`src/verilog/cst_consts.svh`:
```
// cst_consts.svh: offsets, field positions, reset values and timing counts
// assumes a register port with 12-bit byte addresses and 8-bit data
`ifndef CST_CONSTS_SVH
`define CST_CONSTS_SVH
`define CST_ADDR_STAT        12'h05b
`define CST_ADDR_TUNE        12'h066
`define CST_TUNE_RESET       8'h02
`define CST_STAT_RSVD        8'h08
`define CST_BIT_HALTED       1
`define CST_BIT_FIRST_DONE   0
`define CST_BIT_TIMING_AUTO  0
`define CST_PASS_CYCLES      16'd64
`define CST_TIMING_CYCLES    16'd32
`endif

```
`src/verilog/cst_pkg.sv`:
```
// cst_pkg.sv: types shared by the calibration status block
// assumes cst_consts.svh for the numbers
package cst_pkg;
  typedef enum logic [1:0] {
    CST_IDLE,
    CST_FORE,
    CST_TIMING,
    CST_BACK
  } cst_state_t;

  typedef struct packed {
    logic        wr;
    logic        rd;
    logic [11:0] addr;
    logic [7:0]  wdata;
  } cst_req_t;
endpackage : cst_pkg

```
`src/verilog/cst_pass_timer.sv`:
```
// cst_pass_timer.sv: counts out one calibration pass
// assumes start is a one-cycle pulse on sys_clk
`timescale 1ns/1ns
`default_nettype none
module cst_pass_timer #(
  parameter int WIDTH = 16
) (
  // clock and reset
  input  wire logic             sys_clk,
  input  wire logic             rst,
  // control
  input  wire logic             start,
  input  wire logic [WIDTH-1:0] length,
  output var  logic             done
);
  logic [WIDTH-1:0] cnt_reg;
  logic [WIDTH-1:0] cnt_next;
  logic             done_next;
  logic             done_reg;

  // a one-bit counter cannot tell a live pass from its last cycle
  if (WIDTH < 2) begin : g_bad_width
    $error("cst_pass_timer: WIDTH too small");
  end

  always_comb begin
    cnt_next  = cnt_reg;
    done_next = 1'b0;
    if (start) begin
      cnt_next = (length == '0) ? WIDTH'(1) : length;
    end else if (cnt_reg != '0) begin
      cnt_next  = cnt_reg - WIDTH'(1);
      done_next = (cnt_reg == WIDTH'(1));
    end
  end

  always_ff @(posedge sys_clk) begin
    if (rst) begin
      cnt_reg  <= '0;
      done_reg <= 1'b0;
    end else begin
      cnt_reg  <= cnt_next;
      done_reg <= done_next;
    end
  end

  assign done = done_reg;
endmodule : cst_pass_timer
`default_nettype wire

```
`src/verilog/cst_calib_status.sv`:
```
// cst_calib_status.sv: calibration status readback and timing tune control
// assumes a serial-port front end delivering single-cycle register requests
// assumes run and trigger levels come from neighbouring registers on sys_clk
// assumes the trigger owner clears its bit when trigger_clear is high
`timescale 1ns/1ns
`default_nettype none
`include "cst_consts.svh"
module cst_calib_status
  import cst_pkg::*;
#(
  parameter int          TIMER_W        = 16,
  parameter [TIMER_W-1:0] PASS_CYCLES   = `CST_PASS_CYCLES,
  parameter [TIMER_W-1:0] TIMING_CYCLES = `CST_TIMING_CYCLES
) (
  // clock and reset
  input  wire logic       sys_clk,
  input  wire logic       rst,
  // register port
  input  wire cst_req_t   req,
  output var  logic [7:0] rdata,
  // calibration controls from neighbouring registers
  input  wire logic       continuous_calibration_run,
  input  wire logic       software_calibration_trigger,
  output var  logic       trigger_clear,
  // status toward the converter core
  output var  logic       converter_ready,
  output var  logic       timing_auto_en,
  output var  logic       timing_pass_active
);
  // engine state group
  cst_state_t         state_reg;
  cst_state_t         state_next;
  logic               first_done_reg;
  logic               first_done_next;
  logic               halted_reg;
  logic               halted_next;
  logic               timing_active_reg;
  logic               timing_active_next;

  // register group
  logic [7:0]         tune_reg;
  logic [7:0]         tune_next;
  logic [7:0]         status_word;
  logic [7:0]         rdata_reg;
  logic [7:0]         rdata_next;

  // address decode
  logic               stat_hit;
  logic               tune_hit;

  // pass timer handshake
  logic               timer_start;
  logic [TIMER_W-1:0] timer_len;
  logic               timer_done;

  // refuse widths and lengths the timer cannot count
  if (TIMER_W < 2) begin : g_bad_width
    $error("cst_calib_status: TIMER_W below 2");
  end
  if (PASS_CYCLES == '0) begin : g_bad_pass
    $error("cst_calib_status: PASS_CYCLES is zero");
  end
  if (TIMING_CYCLES == '0) begin : g_bad_timing
    $error("cst_calib_status: TIMING_CYCLES is zero");
  end

  // one timer serves every pass; passes never overlap
  cst_pass_timer #(.WIDTH(TIMER_W)) u_timer (
    .sys_clk (sys_clk),
    .rst     (rst),
    .start   (timer_start),
    .length  (timer_len),
    .done    (timer_done)
  );

  always_comb begin
    state_next      = state_reg;
    first_done_next = first_done_reg;
    timer_start     = 1'b0;
    // trigger restarts the engine
    // a trigger wins over every state so no restart is lost
    if (software_calibration_trigger) begin
      state_next  = CST_FORE;
      timer_start = 1'b1;
    end else begin
      case (state_reg)
        CST_IDLE: begin
          if (continuous_calibration_run) begin
            state_next  = CST_BACK;
            timer_start = 1'b1;
          end
        end
        CST_FORE: begin
          if (timer_done) begin
            first_done_next = 1'b1;
            if (tune_reg[`CST_BIT_TIMING_AUTO]) begin
              state_next  = CST_TIMING;
              timer_start = 1'b1;
            end else begin
              state_next = CST_IDLE;
            end
          end
        end
        CST_TIMING: begin
          if (timer_done) begin
            state_next = CST_IDLE;
          end
        end
        CST_BACK: begin
          // finish current pass before halting
          // run dropping mid-pass only stops the next pass
          if (timer_done) begin
            if (continuous_calibration_run) begin
              timer_start = 1'b1;
            end else begin
              state_next = CST_IDLE;
            end
          end
        end
        default: state_next = CST_IDLE;
      endcase
    end
    // flags registered so status and outputs come from flops
    halted_next        = (state_next == CST_IDLE);
    timing_active_next = (state_next == CST_TIMING);
  end

  // pass length follows the state being entered
  always_comb begin
    timer_len = PASS_CYCLES;
    if (state_next == CST_TIMING) begin
      timer_len = TIMING_CYCLES;
    end
  end

  // address decode shared by reads and writes
  always_comb begin
    stat_hit = 1'b0;
    tune_hit = 1'b0;
    if (req.addr == `CST_ADDR_STAT) begin
      stat_hit = 1'b1;
    end else if (req.addr == `CST_ADDR_TUNE) begin
      tune_hit = 1'b1;
    end
  end

  // writes to the status address fall through and are ignored
  always_comb begin
    tune_next = tune_reg;
    // writable tune register
    // reserved tune bits are kept as written
    if (req.wr && tune_hit) begin
      tune_next = req.wdata;
    end
  end

  // reserved field fixed, flags from their flops
  always_comb begin
    status_word = `CST_STAT_RSVD;
    status_word[`CST_BIT_HALTED] = halted_reg;
    status_word[`CST_BIT_FIRST_DONE] = first_done_reg;
  end

  // read data holds until the next read
  always_comb begin
    rdata_next = rdata_reg;
    if (req.rd) begin
      if (stat_hit) begin
        rdata_next = status_word;
      end else if (tune_hit) begin
        rdata_next = tune_reg;
      end else begin
        // unmapped reads return zero
        rdata_next = 8'h00;
      end
    end
  end

  // engine state and its registered flags
  always_ff @(posedge sys_clk) begin
    if (rst) begin
      state_reg         <= CST_IDLE;
      first_done_reg    <= 1'b0;
      halted_reg        <= 1'b1;
      timing_active_reg <= 1'b0;
    end else begin
      state_reg         <= state_next;
      first_done_reg    <= first_done_next;
      halted_reg        <= halted_next;
      timing_active_reg <= timing_active_next;
    end
  end

  // tune register keeps its reset pattern until written
  always_ff @(posedge sys_clk) begin
    if (rst) begin
      tune_reg <= `CST_TUNE_RESET;
    end else begin
      tune_reg <= tune_next;
    end
  end

  always_ff @(posedge sys_clk) begin
    if (rst) begin
      rdata_reg <= 8'h00;
    end else begin
      rdata_reg <= rdata_next;
    end
  end

  // self-clear pulse back to the trigger bit's owner
  assign trigger_clear      = software_calibration_trigger;
  assign rdata              = rdata_reg;
  assign converter_ready    = first_done_reg;
  assign timing_auto_en     = tune_reg[`CST_BIT_TIMING_AUTO];
  assign timing_pass_active = timing_active_reg;
endmodule : cst_calib_status
`default_nettype wire

```
`config.mk`:
```
export PLATFORM = sky130hd
export DESIGN_NAME = cst_calib_status
export DESIGN_NICKNAME = d
export VERILOG_FILES = /design/src/verilog/cst_pkg.sv /design/src/verilog/cst_pass_timer.sv /design/src/verilog/cst_calib_status.sv
export VERILOG_INCLUDE_DIRS = /design/src /design/src/verilog
export SDC_FILE = /design/constraint.sdc
export NUM_CORES = 1
export LEC_CHECK = 0
export ABC_AREA = 1
export CORE_MARGIN = 3
export CORE_UTILIZATION = 60
export CTS_CLUSTER_SIZE = 12
export DETAILED_ROUTE_END_ITERATION = 8
export DONT_BUFFER_PORTS = 1
export PLACE_DENSITY = 0.79
export SETUP_SLACK_MARGIN = 0.5
export SYNTH_ARGS = -nofsm -noshare
export SYNTH_HDL_FRONTEND = slang
export SYNTH_SLANG_ARGS = --single-unit
```
`constraint.sdc`:
```
create_clock -name sys_clk -period 3.49 [get_ports sys_clk]
set_input_delay 0.349 -clock sys_clk [delete_from_list [all_inputs] [get_ports sys_clk]]
set_output_delay 0.349 -clock sys_clk [all_outputs]
set_load 0.03 [all_outputs]
```
# Yosys cells after proc, flatten, opt, wreduce, memory -nomap -nowiden
# Index checks and enable logic that the tools add are counted.
# word_totals
out_inout_bits	12
in_bits	26
wordCells	49
reg_bits	38
# classes
bitwise_logic	2
eq_ne	7
n_reduce_logical	8
add_sub_neg	1
muxes	23
# ops
op	n
two-way mux 16 bit	2
equality test 12 x 7 -> 1 bit, second input constant	2
equality test 16 x 1 -> 1 bit, second input constant	1
zero test 16 bit	1
two-way mux 8 bit	2
nonzero test 16 bit	1
subtractor 16 x 1 -> 16 bit, second input constant	1
two-way mux 2 bit	7
two-way mux 7 bit	2
two-way mux 1 bit	8
one-hot mux 2 bit (4 select lines)	1
equality test 2 bit, second input constant	3
zero test 2 bit	2
one-hot mux 1 bit (3 select lines)	1
AND reduction 3 bit	1
OR reduction 3 bit	1
equality test 2 x 1 -> 1 bit, second input constant	1
inverter 1 bit	2
nonzero test 2 bit	1
logical AND 1 bit	1

# Longest topological paths before layout
# Gate-level depths: netlist of run 1.
# logic_depth
ltp_word	9
mapped_depth	10

# Cells and area by module
# Synthesis of run 1 repeated with hierarchy kept, for this count alone.
# hier_totals
cells_unflattened	375
area_unflattened_um2	2354.8
# by_module_without_submodules
mod	instances	cells_per_inst	area_each_um2	seq_area_each_um2
cst_pass_timer	1	215	1270.0	340.3
cst_calib_status	1	160	1084.8	420.4

# Worst setup path before layout of run 1
# No wires, ideal clock.
# synth_path
path_type	register to register
startpoint	reg u_timer.cnt_reg[0]
endpoint	reg u_timer.cnt_reg[13]
synth_period_minus_slack_ns	1.362
path_slack_ns	2.128
setup_ns	0.113
path_stages_with_launch	10
arrival_ns	1.249
cell_sequence	dfxtp_1 > inv_1 > ha_1 > nand2_2 > nor2_4 > nand2_2 > buf_6 > nand3_1 > nor2_1 > nor2_1
# synth_between
elab_chain_len	3
# synth_lines
item	line	text
from (decl)	cst_pass_timer.sv:16	logic [WIDTH-1:0] cnt_reg;
from (signal assigned)	cst_pass_timer.sv:42	cnt_reg <= cnt_next;
subtractor 16 x 1 -> 16 bit	cst_pass_timer.sv:32	cnt_next = cnt_reg - WIDTH'(1);
two-way mux 16 bit	cst_pass_timer.sv:31	end else if (cnt_reg != '0) begin
two-way mux 16 bit	cst_pass_timer.sv:29	if (start) begin
# Parallel ways exist; a longest one is shown, timed or not. The select of a mux whose other input is x is not followed.
# A chain may end at the register's enable or synchronous reset.

# Final worst setup path of run 1
# layout_path
startpoint	reg u_timer.cnt_reg[0]
endpoint	reg u_timer.cnt_reg[2]
# Same word-level chain as after synthesis.

==> out/qor.csv, run 1 <==
metric,value,unit
Hold Buf Count CTS,0,
Post-synth EDFFs,0,
crit path max fanout,11,
Post-Route Setup TNS,0,ns
clock sink count,38,
"commonest non-fill, non-tap cell in the layout",nand2_1,
largest net degree at the start of global routing,21,
Root Driver,clkbuf_4,
largest family of logic cells by synthesized area,simple AND/OR/NAND/NOR gates,
CTS tree,done,
mux cell area share after synthesis,0,%
"area leader, netlist",dfxtp_1,
fraction of the mapped netlist area in adder cells,1.225,%
Final setup viols,0,
RSZ-0062 raised after global routing,no,
final hold violation count,0,
Hold Startpoint,rst,
initial antenna violation count,0,
max reg flops,16,
height of the die,64.34,um
hpwl dp,3.081,mm
WP data arrival,1.89,ns
DP Area,2032,um2
min Tclk post-route,1.640,ns
global-route usage over all layers,21.99,%
die area,4139,um2
Synth Area in Simple Gates,45.22,%
Worst Hold Class,in -> reg,
Die Span X,64.34,um
Slew @ Worst Pin,0.4455,ns
number of global-route vias before repair,1596,
Fin Clk Skew,0.009314,ns
Routability Congestion,0.9724,
area share of the largest cell type after synthesis,37.25,%
max cap viols,0,
fraction of layout instances using a drive strength above 1,10.26,%
largest cells by area after synthesis,"dfxtp_1 (37%), nand2_1 (14%), nor2_1 (10%)",
syn avg cell area,6.784,um2
CTS Buffer Depth,2,
register area share after synthesis,37.25,%
fin cells,346,
total number of vias,1770,
P per Cell Area,506.6,nW/um2
Syn. warnings,0,
Ant. Diodes,0,
Layout area overhead,2.635,%
post-route cell area,2096,um2
Post-Synth XOR/XNOR Area,0.4289,%
worst r2r src,u_timer.cnt_reg[0],
first-pass GRT wire length,7.044,mm
WL per Instance,11.87,um
placed insts,338,
Pre-antenna DRT Iters,4,
VDD IR max,310.9,uV
Synth Flop Type,dfxtp_1,
Fmax,0.6097,GHz
Post-Synthesis Cells,301,
Mapped Area,2042,um2
Avg Vias per Cell,5.116,
Crit. Startpoint,u_timer.cnt_reg[0],
grt ovf,0,
fin nets,329,
clock latency on the worst-skew pair,0.36,ns
number of remaining DRC errors,0,
"Req. time, crit path",3.74,ns
Clock Pin Slew Worst Setup and Hold Paths,0.12,ns
Final ANT Viol Nets,0,
"Async S/R FF share, synth",0,%
# rows,20,
type of the worst setup path,reg -> reg,
CTS Buf Count,5,
critical path launch point type,register,
"Period Utilization, post-route",46.99,%
Post-Synthesis Net Count,329,
worst rel slew slack,70.26,%
post-synthesis compound-gate area fraction,5.699,%
initial DRC count,102,
Max Slew Vio Count,0,
Core ar.,3153,um2
crit end category,register,
final core occ,66.47,%
post-CTS sizing,0,
IO buf count,0,
Netlist cell types,29,
I/O Pins,38,
Final Routed Wirelength,4.107,mm
P_leak,0.001002,uW
most frequent cells in the layout,"nand2_1 (74), nor2_1 (57), dfxtp_1 (38)",
Post-CTS Setup Bufs,0,
status,completed,
H-tree depth,2,
Yosys reg bits,38,
Starting Density,64.76,%
fillers,301,
[final timing paths]
kind                            cells after the start            endpoint  slack [ns]
worst min register to register                      2         tune_reg[1]        0.47
worst max-delay path                                7  u_timer.cnt_reg[2]        1.85
worst min-delay path                                1            rdata[4]        0.04
worst max register to register                      7  u_timer.cnt_reg[2]        1.85
[metrics by stage]
| stage | hold WS [ns] | worst slack, ns | power [uW] |
|---|---|---|---|
| finish | 0.03697 | 1.850 | 1062 |
| global route | 0.02338 | 1.669 | 1135 |
| CTS | 0.03547 | 1.831 | 1063 |
| detailed placement | 0.4193 | 1.899 | 817.6 |
| global placement | 0.4163 | 1.940 | 813.5 |
| floorplan | 0.4297 | 2.128 | 778.7 |
[metal layers]
layer  GRT usage [%]  wire (um)  vias to the layer above  part of all wire (%)
li1                -          -                      948                     -
met1           31.01       2047                      771                    50
met2           31.83       1723                       42                    42
met3           5.272        264                        9                   6.4
met4           9.235         71                        0                   1.7
met5               0          0                        -                     0
[worst max-delay path, stage by stage (launching register included)]
cell	delay [ns]
dfxtp_1	0.40
inv_1	0.11
ha_1	0.25
nand2_2	0.13
nor2_4	0.06
nand2_2	0.23
inv_1	0.14
nor4_1	0.23
[cell type report]
cell class / instances / area, um2 / area share (%)
multi-input cells: 218 / 1074 / 51.22
flip-flops and latches: 38 / 760.7 / 36.30
inverters: 38 / 142.6 / 6.806
well taps: 44 / 55.05 / 2.627
clock buffers: 6 / 51.30 / 2.448
clock inverters: 2 / 12.51 / 0.5970
[power by group]
group,total (uW),internal (uW),switching [uW]
Clock,246,96.8,149
Combinational,323,108,215
Sequential,492,460,32.0
[Yosys cell counts, types with 2 or more instances]
cell	number
nand2_2	5
a21oi_2	3
buf_6	2
nor2_1	57
clkbuf_1	2
nand3_1	26
o21ai_0	2
nor3_1	6
inv_1	37
nand4_1	10
nor2_4	3
nor2_2	5
o21ai_1	2
clkbuf_8	2
a21oi_1	10
dfxtp_1	38
nor2_8	2
nand3_2	2
nand2_4	2
a31oi_1	2
ha_1	2
nand2_1	74
[kinds of logic after synthesis]
logic type / after synthesis
and+or+nand+nor: 195
buffers and inverters: 45
DFF: 38
AOI/OAI and AO/OA: 20
adders and majority gates: 2
xor gates and xnor gates: 1
Power figures use the tool's default switching activity.
==> run 2: changes to the inputs <==
Settings changed: ABC_AREA 1 to 0, CORE_UTILIZATION 60 to 55, PLACE_DENSITY 0.79 to 0.76.
Clock period 3.49 ns to 1.5 ns, I/O delays scaled along.
==> out/qor.csv, run 2 <==
metric,value,unit
WP data arrival,1.97,ns
worst r2r src,u_timer.cnt_reg[5],
die area,3891,um2
crit path cell chain,nor4_4 > nor4b_4 > buf_4 > nand4b_1 > xor2_1 > nor2_1,
fraction of layout instances using a drive strength above 1,47.37,%
CTS Buf Count,5,
CTS tree,done,
Top Family by Delay on Critical Path,simple AND/OR/NAND/NOR gates,
Synth Flop Type,dfxtp_1,
H-tree depth,2,
clock sink count,38,
Final ANT Viol Nets,0,
failing checks,setup timing,
IO buf count,0,
fillers,112,
Die Span X,62.38,um
height of the die,62.38,um
Clock Pin Slew Worst Setup and Hold Paths,0.12,ns
Netlist cell types,40,
type of the worst setup path,reg -> reg,
Pre-antenna DRT Iters,5,
initial antenna violation count,0,
Fin Clk Skew,0.006595,ns
status,"complete, but fails checks",
Mapped Area,1748,um2
Ant. Diodes,0,
"Async S/R FF share, synth",0,%
first-pass GRT wire length,8.873,mm
Worst path max stage delay,0.36,ns
RSZ-0062 raised after global routing,yes,
initial DRC count,154,
P per Cell Area,1745,nW/um2
Starting Density,60.27,%
total power,4647,uW
Crit-path slowest cell,dfxtp_2,
Layout area overhead,52.40,%
most frequent cells in the layout,"nor2_1 (31), buf_4 (28), dfxtp_1 (20)",
final hold violation count,0,
number of remaining DRC errors,0,
Max Slew Vio Count,0,
syn avg cell area,9.151,um2
Worst Hold Class,in -> reg,
"commonest non-fill, non-tap cell in the layout",nor2_1,
Post-Synthesis Cells,191,
register area share after synthesis,43.52,%
largest cells by area after synthesis,"dfxtp_1 (44%), nor2_1 (7.7%), xor2_1 (5.0%)",
fin worst setup slack,-0.2137,ns
# rows,19,
clock latency on the worst-skew pair,0.35,ns
critical path launch point type,register,
most common cell in the synthesized netlist,dfxtp_1,
crit end category,register,
final hold slack,0.01006,ns
number of global-route vias before repair,1760,
Post-Synthesis Net Count,219,
Post-synth EDFFs,0,
Hold Startpoint,req[17],
max reg flops,16,
Slew @ Worst Pin,0.8785,ns
worst rel slew slack,41.44,%
"Req. time, crit path",1.75,ns
"top cells by count, synth","dfxtp_1 (38), nor2_1 (36), a21oi_1 (14)",
Final setup viols,18,
grt ovf,0,
area share of the largest cell type after synthesis,43.52,%
Final Routed Wirelength,6.133,mm
final core occ,91.85,%
Root Driver,clkbuf_4,
Yosys reg bits,38,
max cap viols,0,
worst path bufs/invs,1,
Post-Route Setup TNS,-2.512,ns
placed insts,254,
P_leak,0.001115,uW
Crit. Startpoint,u_timer.cnt_reg[5],
largest net degree at the start of global routing,23,
Avg Vias per Cell,6.093,
total number of vias,1761,
I/O Pins,38,
min Tclk post-route,1.714,ns
crit path max fanout,4,
"Period Utilization, post-route",114.2,%
global-route usage over all layers,28.74,%
VDD IR max,1705,uV
CTS Buffer Depth,2,
Routability Congestion,0.8690,
hpwl dp,2.986,mm
Core ar.,2900,um2
Fmax,0.5835,GHz
"area leader, netlist",dfxtp_1,
WL per Instance,21.22,um
fin cells,289,
Syn. warnings,0,
fin nets,274,
==> run 2: cell types whose count changed after synthesis, moves of 8 or more <==
cell and delta:
inv_1 -33, mux2i_1 +8, nand2_1 -66, nand3_1 -19, nand4_1 -10, nor2_1 -21, nor2b_1 +9, xor2_1 +10
==> run 2: metrics by stage <==
stage	worst slack (ns)	cell area [um2]
floorplan	-0.09514	1817
global placement	-0.02504	2032
detailed placement	-0.1152	2032
CTS	-0.08948	2497
global route	-0.2577	2664
finish	-0.2137	2664
==> run 2: worst reg2reg max path: cells and delay by family, from the launching register on <==
family / cells / cell delay (ns)
buffers and inverters: 1 / 0.19
AND/OR/NAND/NOR: 4 / 0.88
XOR/XNOR: 1 / 0.19
flip-flops: 1 / 0.36
==> run 2: worst paths after layout <==
| kind | endpoint | slack (ns) | cells past startpoint |
|---|---|---|---|
| worst min register to register | rdata[1] | 0.48 | 2 |
| worst max-delay path | u_timer.cnt_reg[11] | -0.21 | 6 |
| worst max register to register | u_timer.cnt_reg[11] | -0.21 | 6 |
| worst min-delay path | rdata[3] | 0.01 | 3 |
==> run 2: cell families (layout without fill, tap and decap cells) <==
group           Yosys count  in the layout  synth area share [%]
simple gates             89             89                 29.56
buf+inv                  10             66                 2.362
flops                    38             38                 43.52
fa+ha+maj                 2              2                 1.431
xor+xnor                 14             14                 7.015
compound gates           30             30                 11.53
mux                       8              8                 4.581
==> run 2: area by class of cell <==
class	instances	area (um2)	area share, %
sequential	38	785.8	29.50
clock buffer	5	37.54	1.409
multi-input combinational	143	1215	45.61
clock inverter	3	68.82	2.583
timing repair buffer	54	489.2	18.37
inverter	4	15.01	0.5636
tap	42	52.55	1.973
==> run 2: power breakdown <==
| part | internal [uW] | leakage (uW) | switching [uW] | total [uW] |
|---|---|---|---|---|
| Combinational | 1160 | 0.000743 | 1370 | 2530 |
| Clock | 521 | 0.0000554 | 372 | 893 |
| Sequential | 1110 | 0.000317 | 115 | 1220 |
| Total | 2790 | 0.00112 | 1860 | 4650 |
==> run 2: what timing repair did <==
| item | in CTS | in global routing |
|---|---|---|
| endpoints found under the setup margin | 31 | 39 |
| hold endpoints to repair | 23 | 2 |
| pin swaps | 25 | 18 |
| gates resized for setup | 53 | 22 |
| gates cloned | 1 | 0 |
| hold buffers | 11 | 2 |
| buffers inserted | 6 | 7 |
==> run 2: layer usage <==
metal / GRT usage (%) / vias up / wire, um
met5: 0 / - / 0
met4: 14.60 / 0 / 402
met3: 6.475 / 42 / 426
met2: 49.87 / 110 / 3048
met1: 33.11 / 834 / 2255
li1: - / 775 / -
